<file path="config.mk">
export PLATFORM = sky130hd
export DESIGN_NAME = lfcie_regs
export DESIGN_NICKNAME = d
export VERILOG_FILES = /design/src/lfcie_pkg.sv /design/src/lfcie_irq_field.sv /design/src/lfcie_regs.sv
export SDC_FILE = /design/constraint.sdc
export NUM_CORES = 1
export LEC_CHECK = 0
export ABC_AREA = 1
export BUFFER_PORTS_ARGS = -buffer_cell sky130_fd_sc_hd__buf_4
export CORE_AREA = 2 2 101 73
export DETAILED_ROUTE_END_ITERATION = 8
export DIE_AREA = 0 0 103 75
export PLACE_DENSITY_LB_ADDON = 0.15
export SETUP_SLACK_MARGIN = 0.02
export SKIP_LAST_GASP = 1
export SYNTH_ARGS = -nofsm -noshare
export SYNTH_HDL_FRONTEND = slang
export SYNTH_SLANG_ARGS = --single-unit
</file>
<file path="constraint.sdc">
create_clock -name i_clk_sys -period 1.5 [get_ports i_clk_sys]
set_input_delay 0.3 -clock i_clk_sys [delete_from_list [all_inputs] [get_ports i_clk_sys]]
set_output_delay 0.3 -clock i_clk_sys [all_outputs]
set_load 0.1 [all_outputs]
</file>
<file path="src/lfcie_pkg.sv">
/*
 * constants for the string fault configuration and interrupt gate registers.
 * assumes a byte-addressed 16-bit register port supplied by the serial host logic.
 */
package lfcie_pkg;
	localparam int unsigned LFCIE_DATA_W = 16;
	localparam logic [7:0] LFCIE_OFS_STRING_FAULT_CONFIG = 8'h06;
	localparam logic [7:0] LFCIE_OFS_SUPPLY_IRQ_ENABLE = 8'h08;
	localparam logic [7:0] LFCIE_OFS_BOOST_IRQ_ENABLE = 8'h0a;
	localparam logic [15:0] LFCIE_RST_STRING_FAULT_CONFIG = 16'h0100;
	localparam logic [15:0] LFCIE_RST_SUPPLY_IRQ_ENABLE = 16'h2aaa;
	localparam logic [15:0] LFCIE_RST_BOOST_IRQ_ENABLE = 16'ha028;
	localparam int unsigned LFCIE_STRINGS = 6;
	localparam int unsigned LFCIE_POS_GROUND_DETECT = 8;
	// field write codes; bit 1 of a stored field reads back as the enable state
	localparam logic [1:0] LFCIE_CODE_DISABLE = 2'h1;
	localparam logic [1:0] LFCIE_CODE_ENABLE = 2'h3;
	localparam int unsigned LFCIE_FIELDS = 8;
	// supply register field order: 0 in_uv,1 in_ov,2 logic_uv,3 in_oc,4 cap,5 pump,6 sync,7 reserved
	// boost register field order: 0 reserved,1 ovp,2 ocp,3 freq,4 mode,5 strcfg,6 iset,7 thermal
	localparam logic [7:0] LFCIE_SUPPLY_GATED = 8'h7f;
	localparam logic [7:0] LFCIE_BOOST_GATED = 8'hfe;
endpackage

</file>
<file path="src/lfcie_irq_field.sv">
/*
 * one two-bit interrupt gate field: stores a single enable bit.
 * assumes the caller decodes the register address into i_wr.
 */
module lfcie_irq_field
	import lfcie_pkg::*;
#(
	parameter bit P_RESET_ON = 1'b1
) (
	input wire logic i_clk_sys,
	input wire logic i_rst_n,
	input wire logic i_wr,
	input wire logic [1:0] i_wdata,
	output logic o_enabled
);
	always_ff @(posedge i_clk_sys or negedge i_rst_n) begin
		if (!i_rst_n) begin
			o_enabled <= P_RESET_ON;
		end else if (i_wr && i_wdata == LFCIE_CODE_ENABLE) begin
			o_enabled <= 1'b1;
		end else if (i_wr && i_wdata == LFCIE_CODE_DISABLE) begin
			o_enabled <= 1'b0;
		end
		// codes 0h and 2h fall through and keep the state
	end

	a_field_goes_on: assert property (@(posedge i_clk_sys) disable iff (!i_rst_n)
		i_wr && i_wdata == 2'h3 |=> o_enabled)
		else $error("gate field not enabled after writing 3h");
	a_field_goes_off: assert property (@(posedge i_clk_sys) disable iff (!i_rst_n)
		i_wr && i_wdata == 2'h1 |=> !o_enabled)
		else $error("gate field not disabled after writing 1h");
	a_field_even_holds: assert property (@(posedge i_clk_sys) disable iff (!i_rst_n)
		(!i_wr || !i_wdata[0]) |=> $stable(o_enabled))
		else $error("gate field changed without a 1h or 3h write");
endmodule

</file>
<file path="src/lfcie_regs.sv">
/*
 * string fault configuration and supply and boost interrupt gate registers.
 * assumes the serial host logic presents one-cycle read and write strobes
 * with a byte address, synchronous to i_clk_sys.
 */
module lfcie_regs
	import lfcie_pkg::*;
#(
	parameter int unsigned P_ADDR_W = 8
) (
	input wire logic i_clk_sys,
	input wire logic i_reset_n,
	input wire logic [P_ADDR_W-1:0] i_reg_addr,
	input wire logic i_reg_wr,
	input wire logic i_reg_rd,
	input wire logic [LFCIE_DATA_W-1:0] i_reg_wdata,
	output logic [LFCIE_DATA_W-1:0] o_reg_rdata,
	output logic o_reg_rvalid,
	output logic [LFCIE_STRINGS-1:0] o_string_short_fault_off,
	output logic o_string_ground_short_detect_on,
	output logic o_sync_clock_missing_irq_gate,
	output logic o_charge_pump_irq_gate,
	output logic o_pump_cap_missing_irq_gate,
	output logic o_input_overcurrent_irq_gate,
	output logic o_logic_supply_low_irq_gate,
	output logic o_input_overvoltage_irq_gate,
	output logic o_input_undervoltage_irq_gate,
	output logic o_thermal_shutdown_irq_gate,
	output logic o_current_resistor_short_irq_gate,
	output logic o_string_cfg_resistor_missing_irq_gate,
	output logic o_freq_resistor_missing_irq_gate,
	output logic o_mode_resistor_missing_irq_gate,
	output logic o_boost_overcurrent_irq_gate,
	output logic o_boost_overvoltage_irq_gate
);
	if (P_ADDR_W < 4 || P_ADDR_W > 8) begin : g_bad_addr
		$error("address width must lie between 4 and 8");
	end

	logic [1:0] rst_pipe;
	logic rst_n;
	logic [LFCIE_DATA_W-1:0] string_cfg;
	logic [7:0] supply_on;
	logic [7:0] boost_on;
	logic [1:0] supply_rsvd;
	logic [1:0] boost_rsvd;
	logic [LFCIE_DATA_W-1:0] supply_view;
	logic [LFCIE_DATA_W-1:0] boost_view;
	logic [7:0] addr;
	logic wr_cfg;
	logic wr_supply;
	logic wr_boost;

	always_ff @(posedge i_clk_sys or negedge i_reset_n) begin
		if (!i_reset_n) begin
			rst_pipe <= 2'h0;
		end else begin
			rst_pipe <= {rst_pipe[0], 1'b1};
		end
	end
	assign rst_n = rst_pipe[1];

	assign addr = 8'(i_reg_addr);
	assign wr_cfg = i_reg_wr && addr == LFCIE_OFS_STRING_FAULT_CONFIG;
	assign wr_supply = i_reg_wr && addr == LFCIE_OFS_SUPPLY_IRQ_ENABLE;
	assign wr_boost = i_reg_wr && addr == LFCIE_OFS_BOOST_IRQ_ENABLE;

	// plain read/write storage; bits 7-6 are kept as written since the host owns them
	always_ff @(posedge i_clk_sys or negedge rst_n) begin
		if (!rst_n) begin
			string_cfg <= LFCIE_RST_STRING_FAULT_CONFIG;
		end else if (wr_cfg) begin
			string_cfg <= i_reg_wdata;
		end
	end
	assign o_string_short_fault_off = string_cfg[LFCIE_STRINGS-1:0];
	assign o_string_ground_short_detect_on = string_cfg[LFCIE_POS_GROUND_DETECT];

	// reserved field pairs are ordinary storage, not gates
	always_ff @(posedge i_clk_sys or negedge rst_n) begin
		if (!rst_n) begin
			supply_rsvd <= LFCIE_RST_SUPPLY_IRQ_ENABLE[15:14];
			boost_rsvd <= LFCIE_RST_BOOST_IRQ_ENABLE[1:0];
		end else begin
			if (wr_supply) begin
				supply_rsvd <= i_reg_wdata[15:14];
			end
			if (wr_boost) begin
				boost_rsvd <= i_reg_wdata[1:0];
			end
		end
	end

	for (genvar f = 0; f < LFCIE_FIELDS; f++) begin : g_field
		if (LFCIE_SUPPLY_GATED[f]) begin : g_sup
			lfcie_irq_field #(
				.P_RESET_ON(LFCIE_RST_SUPPLY_IRQ_ENABLE[2*f+1])
			) u_sup (
				.i_clk_sys(i_clk_sys),
				.i_rst_n(rst_n),
				.i_wr(wr_supply),
				.i_wdata(i_reg_wdata[2*f+1:2*f]),
				.o_enabled(supply_on[f])
			);
			assign supply_view[2*f+1:2*f] = {supply_on[f], 1'b0};
		end else begin : g_sup_rsvd
			assign supply_on[f] = 1'b0;
			assign supply_view[2*f+1:2*f] = supply_rsvd;
		end
		if (LFCIE_BOOST_GATED[f]) begin : g_bst
			lfcie_irq_field #(
				.P_RESET_ON(LFCIE_RST_BOOST_IRQ_ENABLE[2*f+1])
			) u_bst (
				.i_clk_sys(i_clk_sys),
				.i_rst_n(rst_n),
				.i_wr(wr_boost),
				.i_wdata(i_reg_wdata[2*f+1:2*f]),
				.o_enabled(boost_on[f])
			);
			assign boost_view[2*f+1:2*f] = {boost_on[f], 1'b0};
		end else begin : g_bst_rsvd
			assign boost_on[f] = 1'b0;
			assign boost_view[2*f+1:2*f] = boost_rsvd;
		end
	end

	assign o_input_undervoltage_irq_gate = supply_on[0];
	assign o_input_overvoltage_irq_gate = supply_on[1];
	assign o_logic_supply_low_irq_gate = supply_on[2];
	assign o_input_overcurrent_irq_gate = supply_on[3];
	assign o_pump_cap_missing_irq_gate = supply_on[4];
	assign o_charge_pump_irq_gate = supply_on[5];
	assign o_sync_clock_missing_irq_gate = supply_on[6];
	assign o_boost_overvoltage_irq_gate = boost_on[1];
	assign o_boost_overcurrent_irq_gate = boost_on[2];
	assign o_freq_resistor_missing_irq_gate = boost_on[3];
	assign o_mode_resistor_missing_irq_gate = boost_on[4];
	assign o_string_cfg_resistor_missing_irq_gate = boost_on[5];
	assign o_current_resistor_short_irq_gate = boost_on[6];
	assign o_thermal_shutdown_irq_gate = boost_on[7];

	// read data is registered so the host logic sees it one cycle after the strobe;
	// an unmapped address answers zero
	always_ff @(posedge i_clk_sys or negedge rst_n) begin
		if (!rst_n) begin
			o_reg_rdata <= 16'h0000;
			o_reg_rvalid <= 1'b0;
		end else begin
			o_reg_rvalid <= i_reg_rd;
			if (i_reg_rd) begin
				if (addr == LFCIE_OFS_STRING_FAULT_CONFIG) begin
					o_reg_rdata <= string_cfg;
				end else if (addr == LFCIE_OFS_SUPPLY_IRQ_ENABLE) begin
					o_reg_rdata <= supply_view;
				end else if (addr == LFCIE_OFS_BOOST_IRQ_ENABLE) begin
					o_reg_rdata <= boost_view;
				end else begin
					o_reg_rdata <= 16'h0000;
				end
			end
		end
	end

	a_short_bits_follow: assert property (@(posedge i_clk_sys) disable iff (!rst_n)
		wr_cfg |=> o_string_short_fault_off == $past(i_reg_wdata[5:0]))
		else $error("string short suppress bits do not follow the write");
	a_ground_detect_follow: assert property (@(posedge i_clk_sys) disable iff (!rst_n)
		wr_cfg |=> o_string_ground_short_detect_on == $past(i_reg_wdata[8]))
		else $error("ground detect bit does not follow the write");
	a_sync_gate_read: assert property (@(posedge i_clk_sys) disable iff (!rst_n)
		i_reg_rd && !i_reg_wr && addr == 8'h08 |=>
		o_reg_rdata[13:12] == {$past(o_sync_clock_missing_irq_gate), 1'b0})
		else $error("sync clock gate field reads back wrongly");
	a_supply_read_code: assert property (@(posedge i_clk_sys) disable iff (!rst_n)
		i_reg_rd && addr == 8'h08 |=> o_reg_rvalid && o_reg_rdata[0] == 1'b0 && o_reg_rdata[2] == 1'b0
		&& o_reg_rdata[4] == 1'b0 && o_reg_rdata[6] == 1'b0 && o_reg_rdata[8] == 1'b0)
		else $error("supply gate field reads an odd code");
	a_pump_gate_on: assert property (@(posedge i_clk_sys) disable iff (!rst_n)
		wr_supply && i_reg_wdata[11:10] == 2'h3 |=> o_charge_pump_irq_gate)
		else $error("charge pump gate not enabled by 3h");
	a_uv_gate_off: assert property (@(posedge i_clk_sys) disable iff (!rst_n)
		wr_supply && i_reg_wdata[1:0] == 2'h1 |=> !o_input_undervoltage_irq_gate)
		else $error("input under-voltage gate not disabled by 1h");
	a_logic_low_hold: assert property (@(posedge i_clk_sys) disable iff (!rst_n)
		wr_supply && !i_reg_wdata[4] |=> $stable(o_logic_supply_low_irq_gate))
		else $error("logic supply gate changed on a 0h or 2h write");
	a_thermal_read: assert property (@(posedge i_clk_sys) disable iff (!rst_n)
		i_reg_rd && !i_reg_wr && addr == 8'h0a |=>
		o_reg_rdata[15:14] == {$past(o_thermal_shutdown_irq_gate), 1'b0})
		else $error("thermal gate field reads back wrongly");
	a_freq_gate_on: assert property (@(posedge i_clk_sys) disable iff (!rst_n)
		wr_boost && i_reg_wdata[7:6] == 2'h3 |=> o_freq_resistor_missing_irq_gate)
		else $error("frequency resistor gate not enabled by 3h");
endmodule

</file>
==> flow_summary.ini, run 1 <==
[logic_synthesis]
synth.area.top_cells = dfrtp_1, nand2_1, dfstp_2
ys_seq_area_share_pct = 52.11
avgSynthCellArea_um2 = 8.356
syn_area_mm2 = 0.002574
syn_inst = 308
yosysMostFrequentCell = nand2_1
synth.top_cell.area_share_pct = 39.86
ys_warn_count = 0
ys.flop_type = dfrtp_1
synthesis.nets = 336
yosys.area.top_type = dfrtp_1
synth-seq-cells = 53
async_flop_share_pct = 100.0
synth_common_cells = nand2_1, nand3_1, dfrtp_1, inv_1, o21ai_1
synth-edff-count = 0
yosysUniqueCellTypes = 23

[power]
p_leak_uw = 0.001812
irDropWorstVdd_uv = 591.4
power.density_mw_per_mm2 = 920.8

[floorplan]
core_mm2 = 0.006694
die_area_mm2 = 0.007725
die_h_um = 75
fp.dieW_um = 103
rows = 25
io_pins = 66
initial_utilization_pct = 38.45

[critical_path]
cp-end-kind = output pin
worstPathCellList = buf_4
slowest_delay_ps = 560
cp.required_ps = 1200
crit_family = flip-flops
worst-path-buf-inv = 1
cp.arrival_ps = 1150
critPathMaxFanout = 3
crit_type = reg -> out
cp_slowest_cell = dfstp_2
critPathLaunchType = flip-flop

[outcome]
outcome = complete, no violations

[placed_design]
place_congestion = 0.8208
dp_slack_ps = 45.89
dp_hpwl_um = 4607
port_buffers = 65

[detailed_routing]
first_pass_iters = 5
finalWirelength_um = 6541
wl_per_cell_um = 13.98
via_count = 2190
route.detailed.drc = 0
postRouteAntennaNets = 0
drtIter0Drc = 70
avgViaCountPerCell = 4.679

[cts]
cts_tree = done
cts_buffers = 5
ctsHtreeMaxLevel = 2
clkSinkCount = 53
cts_setup_buffers = 0
cts_buffer_depth = 2
clk_pin_slew_ps = 100
worstSkewPairLatency_ps = 300
cts-root-buf = clkbuf_8

[cells_and_area]
syn_to_final_growth_pct = 30.14
antenna_cells = 0
drive_above_1_share_pct = 30.48
fillers = 664
nets = 401

[hold_path]
hp-class = in -> reg

[global_routing]
grt_max_degree = 52
gr-usage-all-layers_pct = 18.33
grtUsageMet1_pct = 27.22
grt.met2_usage_pct = 28.07
grt_busiest_layer = met2
grt_use_met3_pct = 3.435
antenna_found_initial = 0
first_global_vias = 2126
grt_pass1_wl_um = 10720
gr-total-overflow = 0

[sta]
fmax_ghz = 0.6874
skew_ps = 4.963
setup_viol = 0
drv_slew = 0
fin_crit_ps = 1455
fin_ws_ps = 45.22
fin_crit_sh_pct = 96.99
finalHoldViolations = 0
setup_tns_ps = 0
rsz0062_at_grt = no

[flow_run]
cap_violations = 0
## path summary, 6_finish.rpt
| check | from | to | slack [ps] | cells after the start |
|---|---|---|---|---|
| worst min-delay path | i_reg_wdata[1] | g_field[0].g_sup.u_sup.o_enabled | 220 | 3 |
| min in group asynchronous | rst_pipe[1] | o_reg_rdata[11] | 250 | 1 |
| worst min register to register | rst_pipe[1] | o_reg_rdata[11] | 250 | 1 |
| worst max register to register | g_field[0].g_sup.u_sup.o_enabled | o_reg_rdata[1] | 580 | 4 |
| worst max-delay path | g_field[7].g_bst.u_bst.o_enabled | o_thermal_shutdown_irq_gate | 50 | 1 |
| max in group asynchronous | rst_pipe[1] | g_field[3].g_sup.u_sup.o_enabled | 960 | 1 |
## repair_timing
action                                 CTS  global route
resized for setup                        0             9
endpoints found under the hold margin    2             0
hold buffers                             1             0
setup endpoints to repair                0             9
## area by class of cell
| class | instances | area (µm²) | area share (%) |
|---|---|---|---|
| tap | 94 | 117.6 | 3.511 |
| timing repair buffer | 76 | 656.9 | 19.61 |
| multi-input combinational | 199 | 955.9 | 28.54 |
| inverter | 38 | 142.6 | 4.259 |
| clock inverter | 3 | 65.06 | 1.942 |
| clock buffer | 5 | 68.82 | 2.055 |
| sequential | 53 | 1343 | 40.08 |
## routing by layer
| layer | vias up | share of wire [%] |
|---|---|---|
| li1 | 1104 | - |
| met1 | 1014 | 49 |
| met2 | 70 | 43 |
| met3 | 2 | 7.2 |
| met4 | 0 | 0.44 |
| met5 | - | 0 |
## metrics by stage
step | cells | power [µW] | util [%] | hold slack, ps | instance area (µm²)
final | 468 | 3084 | 50.04 | 223.0 | 3349
after global routing | 468 | 3206 | 50.04 | 223.5 | 3349
after detailed placement | 459 | 1975 | 47.38 | 84.11 | 3172
after CTS | 468 | 3121 | 49.53 | 212.6 | 3316
after global placement | 459 | 1974 | 47.38 | 83.19 | 3172
after floorplan | 308 | 1825 | - | 4.409 | 2575
## logic make-up (layout without fill, tap and decap cells)
group	Yosys count	after routing	share of synthesized area (%)
compound gates	40	40	7.778
simple gates	158	158	29.22
buf+inv	56	122	10.74
flops	53	53	52.11
other cells	1	1	0.1457
## power breakdown
part | leakage (µW) | switching, µW | internal [µW] | total (µW)
clock network | 0.0000681 | 469 | 663 | 1130
registers | 0.000657 | 28.3 | 1480 | 1510
logic | 0.00109 | 314 | 132 | 446
## registers in the layout, indices dropped and copies added, names as in the netlist
register,count
string_cfg,16
boost_rsvd,2
g_field.g_sup.u_sup.o_enabled,7
supply_rsvd,2
g_field.g_bst.u_bst.o_enabled,7
rst_pipe,2
o_reg_rvalid,1
o_reg_rdata,16
## cell usage in the layout (no fill, tap or decap), types with 9 or more instances in the layout
| master | Yosys | final |
|---|---|---|
| dfstp_2 | 12 | 12 |
| nor2_1 | 9 | 9 |
| inv_1 | 33 | 33 |
| nand2_1 | 87 | 87 |
| buf_6 | 3 | 9 |
| nand3_1 | 46 | 46 |
| o21ai_1 | 22 | 22 |
| buf_4 | 7 | 62 |
| dfrtp_1 | 41 | 40 |
| o21ai_0 | 13 | 13 |
Power figures use the tool's default switching activity.
==> run 2: changes to the inputs <==
--- a/config.mk
+++ b/config.mk
@@ -7,9 +7,9 @@
 export LEC_CHECK = 0
 export ABC_AREA = 1
 export BUFFER_PORTS_ARGS = -buffer_cell sky130_fd_sc_hd__buf_4
-export CORE_AREA = 2 2 101 73
+export CORE_AREA = 2 2 94 69
 export DETAILED_ROUTE_END_ITERATION = 8
-export DIE_AREA = 0 0 103 75
+export DIE_AREA = 0 0 96 71
 export PLACE_DENSITY_LB_ADDON = 0.15
 export SETUP_SLACK_MARGIN = 0.02
 export SKIP_LAST_GASP = 1
==> flow_summary.ini, run 2 (synthesis results as in run 1) <==
[critical_path]
cp.required_ps = 1200
r2r_start = g_field[5].g_sup.u_sup.o_enabled
cp-end-kind = output pin
r2r_setup_slack_ps = 600
worst-path-buf-inv = 1
cp_slowest_cell = dfstp_2
crit_type = reg -> out
critPathMaxFanout = 3
crit_family = flip-flops
cp.arrival_ps = 1120
critPathLaunchType = flip-flop
slowest_delay_ps = 580
worstPathCellList = buf_6
startpoint = g_field[4].g_sup.u_sup.o_enabled

[cells_and_area]
syn_to_final_growth_pct = 27.81
reg_top3 = o_reg_rdata (16), string_cfg (16)
final_cell_mix = nand2_1, buf_4, nand3_1, dfrtp_1, inv_1
nets = 401
fillers = 587
antenna_cells = 0
final_common_cell = nand2_1
drive_above_1_share_pct = 30.21
stdcell_area_mm2 = 0.003289

[placed_design]
postPlaceCellArea_mm2 = 0.003152
place_congestion = 0.8003
port_buffers = 65
dp_hpwl_um = 4765

[floorplan]
io_pins = 66
fp.dieW_um = 96
rows = 24
initial_utilization_pct = 43.07
die_h_um = 71
die_area_mm2 = 0.006816
core_mm2 = 0.005976

[power]
power_frac_clock_pct = 29.0
switchingPower_uw = 820.4
comb_power_share_pct = 16.0
irDropWorstVdd_uv = 546.5
p_int_uw = 1937
finalPower_uw = 2757
switching_share_pct = 29.76
p_leak_uw = 0.001792
pwr-share-seq_pct = 55.0
power.density_mw_per_mm2 = 838.2

[global_routing]
grt_pass1_wl_um = 10710
gr-total-overflow = 0
antenna_found_initial = 0
grt_max_degree = 33
gr-usage-all-layers_pct = 20.67
first_global_vias = 2169

[sta]
fin_crit_ps = 1421
setup_viol = 0
drv_slew = 0
setup_tns_ps = 0
fmax_ghz = 0.7038
fin_crit_sh_pct = 94.72
finalHoldViolations = 0
rsz0062_at_grt = no
skew_ps = 6.232

[cts]
cts-root-buf = clkbuf_8
cts_buffer_depth = 2
clk_pin_slew_ps = 90
cts_setup_buffers = 0
cts_tree = done
clkSinkCount = 53
worstSkewPairLatency_ps = 310
cts_buffers = 5
ctsHtreeMaxLevel = 2

[detailed_routing]
postRouteAntennaNets = 0
avgViaCountPerCell = 4.892
first_pass_iters = 4
drtIter0Drc = 104
wl_per_cell_um = 14.39
finalWirelength_um = 6503
route.detailed.drc = 0
via_count = 2211

[flow_run]
cap_violations = 0

[outcome]
outcome = complete, no violations

[hold_path]
hp-class = reg -> async
run 2: metal layers:
layer,wire [µm],vias up,GRT usage [%],part of all wire [%]
li1,-,1096,-,-
met1,3157,1033,29.66,49
met2,2837,77,31.56,44
met3,476,5,5.964,7.3
met4,32,0,3.810,0.49
met5,0,-,0,0
run 2: final cells by class:
type	count	area, µm²	share of cell area [%]
Inverter	38	142.6	4.336
Timing Repair Buffer	76	668.1	20.31
Multi-Input combinational cell	199	955.9	29.06
Sequential cell	53	1343	40.81
Tap cell	78	97.59	2.967
Clock buffer	6	72.57	2.206
Clock inverter	2	10.01	0.3043
run 2: power groups by stage:
stage,registers [µW],clock network (µW),logic [µW]
final,1520,799,442
after floorplan,1650,0,178
after CTS,1510,814,440
after detailed placement,1540,0,437
after global placement,1540,0,432
after global routing,1520,872,477
run 2: worst paths after layout:
kind | endpoint | depth (start not counted)
worst max-delay path | o_pump_cap_missing_irq_gate | 1
worst min-delay path | o_reg_rdata[11] | 0
max in group asynchronous | g_field[2].g_bst.u_bst.o_enabled | 1
worst max register to register | o_reg_rdata[11] | 4
min in group i_clk_sys | g_field[0].g_sup.u_sup.o_enabled | 3
worst min register to register | o_reg_rdata[11] | 0
run 2: stage by stage:
stage	utilization [%]	std cells	hold WS (ps)	worst slack (ps)
global placement	52.74	443	83.20	70.06
CTS	54.42	452	210.6	23.37
floorplan	-	308	4.409	201.5
global route	55.05	452	210.4	37.32
finish	55.05	452	198.5	79.22
detailed placement	52.74	443	83.28	43.04
run 2: timing repair:
item	CTS	global route
gates resized for setup	2	10
setup endpoints to repair	2	10
endpoints found under the hold margin	2	0
hold buffers	1	0
